===== config.mk =====
export PLATFORM = sky130hd
export DESIGN_NAME = pcv_device_flat
export DESIGN_NICKNAME = d
export VERILOG_FILES = /design/src/shared/pcv_pkg.sv /design/src/shared/pcv_link_if.sv /design/src/hdl/pcv_device.sv /design/src/flat_wrapper.sv
export SDC_FILE = /design/constraint.sdc
export NUM_CORES = 1
export LEC_CHECK = 0
export ABC_AREA = 1
export BUFFER_PORTS_ARGS = -buffer_cell sky130_fd_sc_hd__buf_2
export CAP_MARGIN = 20
export CORE_UTILIZATION = 29
export CTS_CLUSTER_DIAMETER = 80
export DETAILED_ROUTE_END_ITERATION = 6
export MAX_ROUTING_LAYER = met4
export PLACE_DENSITY_LB_ADDON = 0.3
export SKIP_LAST_GASP = 1
export SYNTH_ARGS = -nofsm -noshare
export SYNTH_HDL_FRONTEND = slang
export SYNTH_SLANG_ARGS = --single-unit

===== constraint.sdc =====
create_clock -name ref_clk -period 4.8 [get_ports ref_clk]
set_clock_uncertainty 0.15 [all_clocks]
set_input_delay 0.96 -clock ref_clk [delete_from_list [all_inputs] [get_ports ref_clk]]
set_output_delay 0.96 -clock ref_clk [all_outputs]
set_load 0.01 [all_outputs]

===== src/shared/pcv_pkg.sv =====
// Purpose: Shared constants for the pulse count voltage programmer link.
// Assumes: One 50 MHz clock on both ends; the wire is sampled synchronously.
// Notes: Level codes are pulse counts 1..41; code 1 is the most negative level.
package pcv_pkg;
   localparam int unsigned CLK_HZ = 50000000;
   // Wire timing: pulse rate in hertz, times in nanoseconds.
   localparam int unsigned PULSE_MAX_HZ = 250000;
   localparam int unsigned PULSE_PERIOD_NS = 4000;
   localparam int unsigned GLITCH_NS = 200;
   localparam int unsigned IDLE_STOP_NS = 100000;
   localparam int unsigned START_HIGH_NS = 20000;
   // Cycle counts derived from the times above.
   localparam int unsigned HALF_PULSE_CYC = (PULSE_PERIOD_NS / 2) * (CLK_HZ / 1000000) / 1000;
   localparam int unsigned GLITCH_CYC = GLITCH_NS * (CLK_HZ / 1000000) / 1000;
   localparam int unsigned IDLE_STOP_CYC = IDLE_STOP_NS * (CLK_HZ / 1000000) / 1000;
   localparam int unsigned START_HIGH_CYC = START_HIGH_NS * (CLK_HZ / 1000000) / 1000;
   localparam int unsigned TIMER_W = 16;
   // Level codes.
   localparam int unsigned LEVEL_W = 6;
   localparam logic [5:0] LEVEL_MIN = 6'h01;
   localparam logic [5:0] LEVEL_MAX = 6'h29;
   localparam logic [5:0] LEVEL_DEFAULT = 6'h10;
   localparam logic [5:0] LEVEL_RESET = 6'h10;
   // Controller register offsets and control bit positions.
   localparam logic [1:0] ADDR_CTRL = 2'h0;
   localparam logic [1:0] ADDR_LEVEL = 2'h1;
   localparam logic [1:0] ADDR_STATUS = 2'h2;
   localparam int unsigned CTRL_EN_BIT = 0;
   localparam int unsigned CTRL_WIRE_BIT = 1;
   localparam int unsigned CTRL_SEND_BIT = 2;
endpackage


===== src/shared/pcv_link_if.sv =====
// Purpose: One-direction pulse wire plus enable between controller and device.
// Assumes: Both ends share ref_clk; the controller alone drives both signals.
// Notes: No signal runs from device to controller.
`timescale 1ns/100ps
interface pcv_link_if;
   logic pulse_program_wire;
   logic enable_pin;
   modport ctrl (output pulse_program_wire, output enable_pin);
   modport dev (input pulse_program_wire, input enable_pin);
endinterface


===== src/hdl/pcv_device.sv =====
// Purpose: Device end: filters the wire, counts pulses, selects the level.
// Assumes: Wire and enable are synchronous to ref_clk; master honours pulse rate.
// Notes: Fast discharge starts at the enable falling edge with the wire low or at any power-down, when discharge_select_pin is low.
// Function
// - Master alone drives; device never answers.
// - Frames have start and stop conditions.
// - Master keeps pulses at most 250 kHz.
// - Filter glitches on wire falling edges.
// - No shared clock; pulses self-timed.
// - Count pulses live as they arrive.
// - Count N selects level, 1 most negative.
// - Enable high applies default level sixteen.
// - Enable low: wire low off, high programmed.
// - On state from enable and wire together.
// - Master holds enable low while programming.
// - Discharge pin low: discharge after shutdown.
// - Discharge pin high: never discharge.
// - Shutdown starts at enable falling edge.
//
// Our own choices: the placing of the registers and strobed register access.
`timescale 1ns/100ps
module pcv_device #(
   parameter int unsigned GLITCH_CYC = pcv_pkg::GLITCH_CYC,
   parameter int unsigned IDLE_STOP_CYC = pcv_pkg::IDLE_STOP_CYC
) (
   // Clock, reset, enable
   input wire logic ref_clk,
   input wire logic reset_n,
   input wire logic clk_en,
   // Link
   pcv_link_if.dev link,
   // Converter control
   input wire logic discharge_select_pin,
   output logic converter_on,
   output logic [5:0] negative_output_level,
   output logic fast_discharge,
   output logic frame_done
);
   // The filter and idle counters are 16 bits wide.
   if (GLITCH_CYC < 1 || GLITCH_CYC >= 65535)
   begin
      $error("pcv_device: glitch filter length out of range");
   end
   if (IDLE_STOP_CYC >= 65535)
   begin
      $error("pcv_device: idle stop time out of range");
   end
   // A stop time no longer than the filter would end frames inside a pulse.
   if (IDLE_STOP_CYC <= GLITCH_CYC)
   begin
      $error("pcv_device: idle stop time must exceed the filter");
   end

   typedef struct packed {
      logic wire_f;
      logic [15:0] low_cnt;
      logic [15:0] high_cnt;
      logic [15:0] off_cnt;
      logic armed;
      logic in_frame;
      logic [6:0] count;
      logic [5:0] prog_level;
      logic en_d;
      logic on;
      logic [5:0] level;
      logic dis;
      logic done;
   } pcv_dev_state_t;

   pcv_dev_state_t st_reg, st_next;

   always_comb
   begin
      st_next = st_reg;
      st_next.done = 1'b0;
      st_next.en_d = link.enable_pin;
      // own clock times pulses.
      // Rises pass unfiltered, so a pulse high is seen at once.
      // glitch filter: a fall counts only after it holds low long enough.
      if (link.pulse_program_wire)
      begin
         st_next.wire_f = 1'b1;
         st_next.low_cnt = 16'h0000;
      end
      else if (st_reg.wire_f)
      begin
         if (st_reg.low_cnt >= 16'(GLITCH_CYC - 1))
         begin
            st_next.wire_f = 1'b0;
            st_next.low_cnt = 16'h0000;
         end
         else
         begin
            st_next.low_cnt = st_reg.low_cnt + 16'h0001;
         end
      end
      // start: filtered high with enable low arms the frame.
      if (st_reg.wire_f && !st_reg.en_d && !link.enable_pin)
      begin
         st_next.armed = 1'b1;
      end
      // live count: each filtered falling edge adds one at once.
      if (st_reg.wire_f && !st_next.wire_f && !link.enable_pin && st_reg.armed)
      begin
         st_next.in_frame = 1'b1;
         if (st_reg.count < 7'h7f)
         begin
            st_next.count = st_reg.count + 7'h01;
         end
      end
      // stop: long filtered high ends the frame, latch with clamp.
      if (st_reg.wire_f && st_next.wire_f)
      begin
         if (st_reg.high_cnt < 16'hffff)
         begin
            st_next.high_cnt = st_reg.high_cnt + 16'h0001;
         end
         if (st_reg.in_frame && st_reg.high_cnt >= 16'(IDLE_STOP_CYC - 1))
         begin
            st_next.in_frame = 1'b0;
            st_next.count = 7'h00;
            st_next.done = 1'b1;
            if (st_reg.count > {1'b0, pcv_pkg::LEVEL_MAX})
            begin
               st_next.prog_level = pcv_pkg::LEVEL_MAX;
            end
            else
            begin
               st_next.prog_level = st_reg.count[5:0];
            end
         end
      end
      else
      begin
         st_next.high_cnt = 16'h0000;
      end
      // long off time: drop frame, restore default.
      if (!st_next.wire_f && !link.enable_pin)
      begin
         if (st_reg.off_cnt < 16'hffff)
         begin
            st_next.off_cnt = st_reg.off_cnt + 16'h0001;
         end
         if (st_reg.off_cnt >= 16'(IDLE_STOP_CYC - 1))
         begin
            st_next.in_frame = 1'b0;
            st_next.count = 7'h00;
            st_next.prog_level = pcv_pkg::LEVEL_RESET;
         end
      end
      else
      begin
         st_next.off_cnt = 16'h0000;
      end
      if (link.enable_pin)
      begin
         st_next.on = 1'b1;
         st_next.level = pcv_pkg::LEVEL_DEFAULT;
         st_next.armed = 1'b0;
         st_next.in_frame = 1'b0;
         st_next.count = 7'h00;
      end
      else
      begin
         // wire low means off, high runs programmed level.
         st_next.on = st_next.wire_f;
         st_next.level = st_reg.prog_level;
      end
      // A pulse low is also an off time, so discharge can blink while programming.
      // Hold the select pin high during a frame where that matters.
      // enable falling edge shuts down; pick discharge.
      if (st_reg.en_d && !link.enable_pin && !st_next.on)
      begin
         st_next.dis = !discharge_select_pin;
      end
      else if (st_next.on || discharge_select_pin)
      begin
         st_next.dis = 1'b0;
      end
      else if (!st_next.on && st_reg.on)
      begin
         st_next.dis = 1'b1;
      end
   end

   always_ff @(posedge ref_clk)
   begin
      if (!reset_n)
      begin
         st_reg <= '0;
         st_reg.wire_f <= 1'b0;
         st_reg.prog_level <= pcv_pkg::LEVEL_RESET;
         st_reg.level <= pcv_pkg::LEVEL_RESET;
      end
      else if (clk_en)
      begin
         st_reg <= st_next;
      end
   end

   assign converter_on = st_reg.on;
   assign negative_output_level = st_reg.level;
   assign fast_discharge = st_reg.dis;
   assign frame_done = st_reg.done;
endmodule


===== src/flat_wrapper.sv =====
// flat-port wrapper written by rule: the top's interface ports become plain ports
module pcv_device_flat 
#(
   parameter int unsigned GLITCH_CYC = pcv_pkg::GLITCH_CYC,
   parameter int unsigned IDLE_STOP_CYC = pcv_pkg::IDLE_STOP_CYC
)
  (ref_clk, reset_n, clk_en, discharge_select_pin, converter_on, negative_output_level, fast_discharge, frame_done, link_pulse_program_wire, link_enable_pin);
  pcv_link_if link_i ();
  input wire logic ref_clk;
  input wire logic reset_n;
  input wire logic clk_en;
  input wire logic discharge_select_pin;
  output logic converter_on;
  output logic [5:0] negative_output_level;
  output logic fast_discharge;
  output logic frame_done;
  input wire logic [$bits(link_i.pulse_program_wire)-1:0] link_pulse_program_wire;
  input wire logic [$bits(link_i.enable_pin)-1:0] link_enable_pin;
  assign link_i.pulse_program_wire = link_pulse_program_wire;
  assign link_i.enable_pin = link_enable_pin;
  pcv_device #(.GLITCH_CYC(GLITCH_CYC), .IDLE_STOP_CYC(IDLE_STOP_CYC)) u_core (.ref_clk(ref_clk), .reset_n(reset_n), .clk_en(clk_en), .link(link_i), .discharge_select_pin(discharge_select_pin), .converter_on(converter_on), .negative_output_level(negative_output_level), .fast_discharge(fast_discharge), .frame_done(frame_done));
endmodule

## Yosys cells after proc, flatten, opt, wreduce, memory -nomap -nowiden

Cells that the tools add are included.

- $add $sub $neg: 4
- $lt $le $gt $ge: 7
- Eq/ne operators: 2
- Mux-type cells: 23
- Reduce and logical (&&, ||, !) cells: 25

Operator list:

| kind | count |
|---|---|
| $mux 16 | 5 |
| $mux 14 | 4 |
| $add 16x1->16 const B | 3 |
| $mux 17 | 2 |
| $ge 16x13->1 const B | 2 |
| $lt 16x16->1 const B | 2 |
| $ge 16x4->1 const B | 1 |
| $mux 7 | 2 |
| $logic_and 1x1->1 | 11 |
| $reduce_and 2->1 | 5 |
| $mux 9 | 1 |
| $mux 8 | 1 |
| $add 7x1->7 const B | 1 |
| $gt 7x6->1 const B | 1 |
| $lt 7x7->1 const B | 1 |
| $mux 1 | 7 |
| $mux 6 | 1 |
| $logic_not 1->1 | 5 |
| $ne 2x2->1 const B | 2 |
| $reduce_bool 2->1 | 2 |
| $reduce_bool 3->1 | 1 |
| $logic_or 1x1->1 | 1 |

- Register bits after elaboration: 74
- Output and inout bits: 9
- Logic and storage cells: 74

## Longest topological paths before layout

Gate-level depths: netlist of run 1.

- Depth after elaboration: 14
- Depth in mapped cells: 14
- Gate-level depth less buffers: 14

## Least setup slack after synthesis of run 1

OpenSTA, ideal clock, no wires.

- Path type: input -> register
- From: input clk_en
- To: register u_core.st_reg[60] (netlist name)
- Data arrival time: 1.950 ns
- Setup slack: 2.630 ns
- Cell stages on the path: 6
- Path buffers: 1
- Cell sequence: buf_2 > o21ai_0 > inv_1 > nand4_1 > or2_2 > a21oi_1

- Longest elaborated chain between the ends: 1

Ends and longest elaborated chain:

| what | RTL line | RTL |
|---|---|---|
| start: declaration | flat_wrapper.sv:11 | `input wire logic clk_en;` |
| $reduce_and 2->1 (no line) | n/a |  |
| end signal: assignment | pcv_device.sv:197 | `st_reg <= st_next;` |
| end: declaration | pcv_device.sv:70 | `pcv_dev_state_t st_reg, st_next;` |

Every way passes these cells.
A chain may end at the register's enable or synchronous reset.

==> results.ini, run 1 <==
[sta]
slew_headroom=0.6090
timing.final.crit_share=0.5424
tns_ns=0
hold_violations=0
rsz0062_at_grt=false
fmax_mhz=384.1
period_needed_ns=2.603
setup_viol=0
worst_slew_pin_slew_ns=0.5865
slew_viol_final=0

[route]
vias_per_cell=4.713
drc_errors=0
wirelength_met1_um=4417
dr_total_vias=3747
routedWlPerCell_um=11.71
route.met2.wl_um=4361
highest_layer=met4
drt_pass1_iterations=4
met3_length_um=384
routed_wl_um=9313
drt_iter0_markers=204
postRouteAntennaNets=0

[synth]
yosysSeqAreaShare=0.3661
synth_ff_type=dfxtp_1
synth.area.top_cells=dfxtp_1, nand2_1, a21oi_1
netlist.area_leader.share=0.3661
ys_async_sr_fraction=0
synthesis.nets=625
synth_warnings=0
synth_edf_count=0
synth_common_cells=nand2_1, dfxtp_1, nor2_1
synth_cells=612
synth.ff_latch_count=74
netlist_area_mm2=0.004046
synth.most_common_cell=nand2_1
yosys.area.top_type=dfxtp_1
synth.distinct_cells=32
avgSynthCellArea_um2=6.612

[clocking]
cts_setup_buffers=0
htreeDepth=3
clockBufferDepth=2
cts_sinks=74
cts.reportedPaths.clkPinSlew_ns=0.06
tritoncts=yes
numCtsBuffers=9
cts.repair.resized=0
cts_hold_buf=0
cts-root-buf=clkbuf_16
clk_latency_ns=0.33

[global_route]
antenna_found_initial=1
grt_overflow=0
first_global_vias=3640
grt_pass1_wl_um=16370
grt_util_all_layers=0.1446
grt_max_degree=50

[placed_design]
placed_area_mm2=0.004202
gp_congestion=0.8477
numPortBuffers=14
dpl.hpwl_um=6522

[setup_path]
r2r_cells=7
crit_path_end_kind=flip-flop
worstSetupPathType=input pin to flip-flop
crit_path_max_fanout=29
critical_path.cell_chain=buf_2 -> clkinv_1 -> nor2_1 -> nand2_1 -> nor2_2 -> nand2_1 -> a21oi_1
critPathTopFamily=simple AND/OR/NAND/NOR gates
r2r_end=u_core.st_reg[53]$_SDFFE_PN0P_
crit_required_ns=4.92
max_stage_delay_ns=0.47
slowest_stage=buf_2
crit_path_start_kind=input pin
r2r-start=u_core.st_reg[41]$_SDFFE_PN0P_
crit_start=clk_en
worst-path-buf-inv=2
crit_top_cell=nand2_1
cp.arrival_ns=2.72
ff2ff_setup_slack_ns=2.38

[flow_run]
maxCapViolCount=0

[power]
power_density_mw_per_mm2=313.9
peakVddDrop_uv=148.4
p_leak_nw=1.729

[finish]
areaGrowthSynthToFinish_pct=12.00
largest_reg_flops=65
fin_area_mm2=0.004532
fin_util=0.3382
final_nets=626
layout-drive-gt1-share=0.07929
fill_cells=1438

[hold_path]
min_path_cells=2
min_from=u_core.st_reg[67]$_SDFFE_PN0P_
worstHoldEndpoint=u_core.st_reg[67]$_SDFFE_PN0P_
hp-class=flip-flop to flip-flop

[die]
die_x_um=120.1
start_util=0.3020
core_mm2=0.01340
die_h_um=120.1
rows=42
die_area_mm2=0.01443
io_pins=15

[status]
status=finished, final reports clean

-- cell families after synthesis --
logic type,after synthesis,share of synthesized area
AO/OA/AOI/OAI,88,0.1157
XOR/XNOR,20,0.04329
adder cells (fa/ha/maj),7,0.02164
buffers and inverters,92,0.09740
flip-flops,74,0.3661
AND/OR/NAND/NOR,331,0.3559
-- how the worst max path moves through the flow --
stage	endpoint	slack, ns	cells after the start
2_1_floorplan	u_core.st_reg[60]$_SDFFE_PN0P_	2.63	6
3_3_place_gp	u_core.st_reg[60]$_SDFFE_PN0P_	1.71	6
3_5_place_dp	u_core.st_reg[60]$_SDFFE_PN0P_	1.62	6
4_1_cts	u_core.st_reg[60]$_SDFFE_PN0P_	1.98	6
5_1_grt	u_core.st_reg[20]$_SDFFE_PN0P_	1.94	7
6_report	u_core.st_reg[22]$_SDFFE_PN0P_	2.20	7
-- routing by layer --
metal,global-route usage,vias to the layer above
li1,-,1989
met1,0.1683,1684
met2,0.2367,61
met3,0.04183,13
met4,0.05000,0
met5,-,-
-- power breakdown --
part | switching (W) | internal, W | total [W]
Sequential | 0.00000629 | 0.000620 | 0.000626
Clock | 0.000260 | 0.000468 | 0.000727
Combinational | 0.0000519 | 0.0000169 | 0.0000689
-- worst reg2reg max path, cell delays in order, from the launching register on --
cell,delay [ns]
dfxtp_1,0.40
ha_1,0.26
nand2_1,0.11
nor2_2,0.22
nand4_2,0.42
o21ai_4,0.55
nand2_1,0.09
a21oi_1,0.16
-- final cells by class --
type                            instances  area (µm²)  share of cell area
Multi-Input combinational cell        446        2171              0.4790
Sequential cell                        74        1481              0.3269
Inverter                               65       244.0             0.05384
Clock buffer                           11       242.7             0.05356
Tap cell                              176       220.2             0.04859
Timing Repair Buffer                   17       92.59             0.02043
Clock inverter                          5       77.57             0.01712
Antenna cell                            1       2.502           0.0005522
-- placed cells by master (no fill, tap or decap), types with 3 or more instances in the layout --
master     netlist  layout
nor3_1          21      21
inv_1           62      62
nor2_1          74      74
ha_1             7       7
nand2_2          4       4
nand2_1        155     155
buf_2            3      14
xnor2_1          4       4
a21oi_1         59      59
nor2_2           3       3
clkbuf_16        0       9
nand4_1         24      24
dfxtp_1         74      74
nand3_1         44      44
xor2_1          16      16
o21ai_0         22      22
-- per-stage QoR --
step	setup slack (ns)	hold WS, ns	total power [W]	std cells
after floorplan	2.631	0.2690	0.0006901	612
after global placement	1.710	0.2777	0.0007075	777
after detailed placement	1.624	0.2787	0.0007088	777
after CTS	1.983	0.2886	0.001445	793
after global routing	1.939	0.3059	0.001479	795
final	2.197	0.2900	0.001422	795
(Power assumes the default switching activity.)
==> run 2: changes to the inputs <==
clock period = 2.4 ns   (was 4.8 ns; I/O delays follow)
==> run 2 against run 1 <==
Effect of this change: setup slack got worse by 2.0 ns; critical path depth rose by 5; total power rose by 94%; register-to-register slack got worse by 2.1 ns; via count rose by 2.3%; final cell count rose by 1.1%; routed wire length rose by 4.3%; final area rose by 1.1%; hold slack got worse by 0.087 ns; clock power rose by 87%; largest power group unchanged; highest routed layer unchanged.
==> results.ini, run 2 (synthesis gave the netlist of run 1 again) <==
[finish]
areaGrowthSynthToFinish_pct=13.23
final_nets=636
layout-drive-gt1-share=0.09236
diodes=0
fin_area_mm2=0.004582
largest_reg_flops=65
final_common_cell=nand2_1
final_cell_mix=nand2_1, nor2_1, dfxtp_1
fill_cells=1440

[clocking]
cts_setup_buffers=0
numCtsBuffers=9
tritoncts=yes
clockBufferDepth=2
cts.reportedPaths.clkPinSlew_ns=0.06
cts_sinks=74
cts_hold_buf=0
htreeDepth=3
clk_latency_ns=0.34
cts.repair.resized=0
cts-root-buf=clkbuf_16

[route]
postRouteAntennaNets=0
drt_iter0_markers=210
drc_errors=0
routedWlPerCell_um=12.09
dr_total_vias=3834
drt_pass1_iterations=4
routed_wl_um=9718
vias_per_cell=4.769

[setup_path]
slowest_stage=dfxtp_1
worstSetupPathType=flip-flop to flip-flop
cp_num_cells=12
endpoint=u_core.st_reg[34]$_SDFFE_PN0P_
max_stage_delay_ns=0.38
crit_required_ns=2.49
crit_path_end_kind=flip-flop
crit_path_start_kind=flip-flop
r2r_end=u_core.st_reg[34]$_SDFFE_PN0P_
crit_path_max_fanout=20
critPathTopFamily=simple AND/OR/NAND/NOR gates
cp.arrival_ns=2.26
r2r-start=u_core.st_reg[58]$_SDFFE_PN0P_
worst-path-buf-inv=1
r2r_cells=12
ff2ff_setup_slack_ns=0.23
critical_path.cell_chain=inv_1 -> ha_1 -> nor2_1 -> nand2_1 -> nand2_1 -> nand3_2 -> nand3_2 -> nand2_2 -> nand2_2 -> nand2_1 -> nor2_1 -> nor2_1
crit_start=u_core.st_reg[58]$_SDFFE_PN0P_

[sta]
slew_viol_final=0
slew_headroom=0.6347
timing.final.crit_share=0.9030
rsz0062_at_grt=false
fmax_mhz=461.4
worst_slew_pin_slew_ns=0.5479
period_needed_ns=2.167
tns_ns=0
setup_viol=0
hold_violations=0

[global_route]
grt_pass1_wl_um=17410
grt_util_all_layers=0.1532
first_global_vias=3723
antenna_found_initial=0
grt_overflow=0
grt_max_degree=50

[power]
pwr-share-comb=0.054
p_int_w=0.002115
switching_power_w=0.0006512
switching_share=0.2354
p_leak_nw=1.765
power_density_mw_per_mm2=603.8
peakVddDrop_uv=292.3
pwr-share-seq=0.453
power_frac_clock=0.493

[die]
die_h_um=120.1
die_x_um=120.1
io_pins=15
start_util=0.3020
die_area_mm2=0.01443
core_mm2=0.01340
rows=42

[status]
status=finished, final reports clean

[flow_run]
maxCapViolCount=0

[placed_design]
dpl.hpwl_um=6739
gp_congestion=0.8807
numPortBuffers=14
placed_area_mm2=0.004284

[hold_path]
hp-class=input pin to flip-flop
min_from=discharge_select_pin

==> run 2: cell type report <==
type	count	area, µm²	share of cell area
Clock buffer	12	246.5	0.05380
Clock inverter	4	51.30	0.01120
Inverter	65	244.0	0.05325
Multi-Input combinational cell	446	2171	0.4738
Sequential cell	74	1481	0.3233
Tap cell	176	220.2	0.04806
Timing Repair Buffer	27	167.7	0.03659
==> run 2: power groups by stage <==
stage,Clock [W],Sequential (W),Combinational [W]
2_1_floorplan,0,0.00128,0.000104
3_3_place_gp,0,0.00128,0.000147
3_5_place_dp,0,0.00128,0.000151
4_1_cts,0.00139,0.00125,0.000151
5_1_grt,0.00144,0.00125,0.000170
6_report,0.00136,0.00125,0.000150
==> run 2: worst min-delay path by stage <==
| stage | endpoint | cells after the start | slack (ns) |
|---|---|---|---|
| after floorplan | u_core.st_reg[62]$_SDFFE_PN0P_ | 2 | 0.27 |
| after global placement | u_core.st_reg[66]$_SDFFE_PN0P_ | 2 | 0.27 |
| after detailed placement | u_core.st_reg[69]$_SDFFE_PN0P_ | 2 | 0.28 |
| after CTS | u_core.fast_discharge$_SDFFE_PN0P_ | 2 | 0.20 |
| after global routing | u_core.fast_discharge$_SDFFE_PN0P_ | 2 | 0.22 |
| final | u_core.fast_discharge$_SDFFE_PN0P_ | 2 | 0.20 |
==> run 2: metrics by stage <==
stage	power [W]	util	std cells	hold slack [ns]	setup WS [ns]
2_1_floorplan	0.001380	-	612	0.2690	0.5422
5_1_grt	0.002867	0.3419	804	0.2156	0.01631
3_5_place_dp	0.001430	0.3197	788	0.2803	0.2178
6_report	0.002767	0.3419	804	0.2030	0.2327
4_1_cts	0.002797	0.3419	804	0.2037	0.2220
3_3_place_gp	0.001426	0.3197	788	0.2745	0.3312
==> run 2: per-layer routing <==
layer | GRT usage | vias to the layer above | share of wire
met1 | 0.1836 | 1763 | 0.48
met2 | 0.2511 | 58 | 0.47
met4 | 0.04453 | 0 | 0.012
li1 | - | 1999 | -
met5 | - | - | 0
met3 | 0.04040 | 14 | 0.035
==> run 3: changes to the inputs <==
BUFFER_PORTS_ARGS = default   (was -buffer_cell sky130_fd_sc_hd__buf_2)
DONT_BUFFER_PORTS = 1   (was default)
clock period = 2.35 ns   (was 2.4 ns; I/O delays follow)
==> run 3 against run 2 <==
Effect of this change: clock-buffer cell count unchanged; sequential share of layout area rose by 0.30 points; largest cell class unchanged; critical path type unchanged; critical path depth decreased by 1; die area did not move; non-clock buffer count is 16 lower.
==> results.ini, run 3 (synthesis gave the netlist of run 1 again) <==
[setup_path]
worstSetupPathType=flip-flop to flip-flop
r2r_cells=11
crit_path_start_kind=flip-flop
crit_path_end_kind=flip-flop
crit_path_max_fanout=17
crit_required_ns=2.46
cp.arrival_ns=2.22

[die]
die_area_mm2=0.01443
die_x_um=120.1
io_pins=15
core_mm2=0.01340
start_util=0.3020
rows=42
die_h_um=120.1

[power]
power_w=0.002939
peakVddDrop_uv=333.4
power_density_mw_per_mm2=647.4
p_leak_nw=1.714

[placed_design]
numPortBuffers=0
dpl.hpwl_um=6770
gp_congestion=0.8786

[finish]
layout-drive-gt1-share=0.07026
diodes=0
largest_reg_flops=65
areaGrowthSynthToFinish_pct=12.18
final_common_cell=nand2_1
final_nets=620
final_cell_mix=nand2_1, nor2_1, dfxtp_1
fill_cells=1431

[sta]
tns_ns=0
fmax_mhz=474.8
period_needed_ns=2.106
whs_ns=0.08888
hold_violations=0
rsz0062_at_grt=true
slew_headroom=0.5902
setup_viol=0
slew_viol_final=0
timing.final.crit_share=0.8962
worst_slew_pin_slew_ns=0.6125

[clocking]
cts_sinks=74
cts-root-buf=clkbuf_16
numCtsBuffers=9
cts.reportedPaths.clkPinSlew_ns=0.06
cts_setup_buffers=0
clockBufferDepth=2
clk_latency_ns=0.34
htreeDepth=3
tritoncts=yes

[global_route]
grt_pass1_wl_um=16680
grt_max_degree=50
grt_overflow=0
first_global_vias=3574
grt_util_all_layers=0.1482
antenna_found_initial=0

[route]
drc_errors=0
routed_wl_um=9785
postRouteAntennaNets=0
drt_pass1_iterations=4
drt_iter0_markers=292
dr_total_vias=3785
routedWlPerCell_um=12.42
vias_per_cell=4.803

[status]
status=finished, final reports clean

[hold_path]
min_path_cells=1
hp-class=input pin to flip-flop

[flow_run]
maxCapViolCount=0

[run 3: path summary, 6_finish.rpt]
| kind | slack (ns) | start | endpoint |
|---|---|---|---|
| worst max-delay path | 0.24 | u_core.st_reg[58]$_SDFFE_PN0P_ | u_core.st_reg[47]$_SDFFE_PN0P_ |
| worst min-delay path | 0.09 | clk_en | u_core.frame_done$_SDFFE_PN0P_ |
| worst max register to register | 0.24 | u_core.st_reg[58]$_SDFFE_PN0P_ | u_core.st_reg[47]$_SDFFE_PN0P_ |
| worst min register to register | 0.29 | u_core.st_reg[67]$_SDFFE_PN0P_ | u_core.st_reg[67]$_SDFFE_PN0P_ |
[run 3: power by group]
group          total (W)  switching, W  internal, W
Sequential       0.00128     0.0000148      0.00127
Combinational   0.000125     0.0000909    0.0000341
Clock            0.00153      0.000544     0.000988
[run 3: final cells by class]
type                    instances  area [µm²]  area share
multi-input cells             446        2181      0.4804
flip-flops and latches         74        1481      0.3264
clock buffers                  12       256.5     0.05651
inverters                      65       244.0     0.05375
well taps                     176       220.2     0.04851
repair buffers                 11       82.58     0.01819
clock inverters                 4       73.82     0.01626
[run 3: critical path, stage by stage, from the launching register on]
cell	delay (ns)
dfxtp_1	0.37
inv_1	0.08
ha_1	0.18
nor2_1	0.08
nand2_1	0.05
nand2_1	0.08
nand3_2	0.13
nand2_2	0.10
nand2_2	0.11
o21ai_4	0.41
nand2_1	0.12
a21oi_1	0.16
[run 3: per-stage QoR]
step / cells / setup slack (ns) / area, µm² / utilization
global placement: 772 / 0.2503 / 4199 / 0.3134
global route: 788 / -0.01746 / 4539 / 0.3387
CTS: 788 / 0.1716 / 4529 / 0.3380
finish: 788 / 0.2440 / 4539 / 0.3387
detailed placement: 772 / 0.1824 / 4199 / 0.3134
floorplan: 612 / 0.4922 / 4046 / -
[run 3: per-layer routing]
layer	wire length [µm]	vias up	global-route usage
li1	-	1972	-
met2	4547	60	0.2378
met5	0	-	-
met4	172	0	0.06172
met1	4732	1738	0.1810
met3	333	15	0.02899
[run 3: what timing repair did]
item,CTS,global route
endpoints found under the hold margin,0,0
gates resized for setup,0,2
hold buffers,0,0
endpoints found under the setup margin,0,9
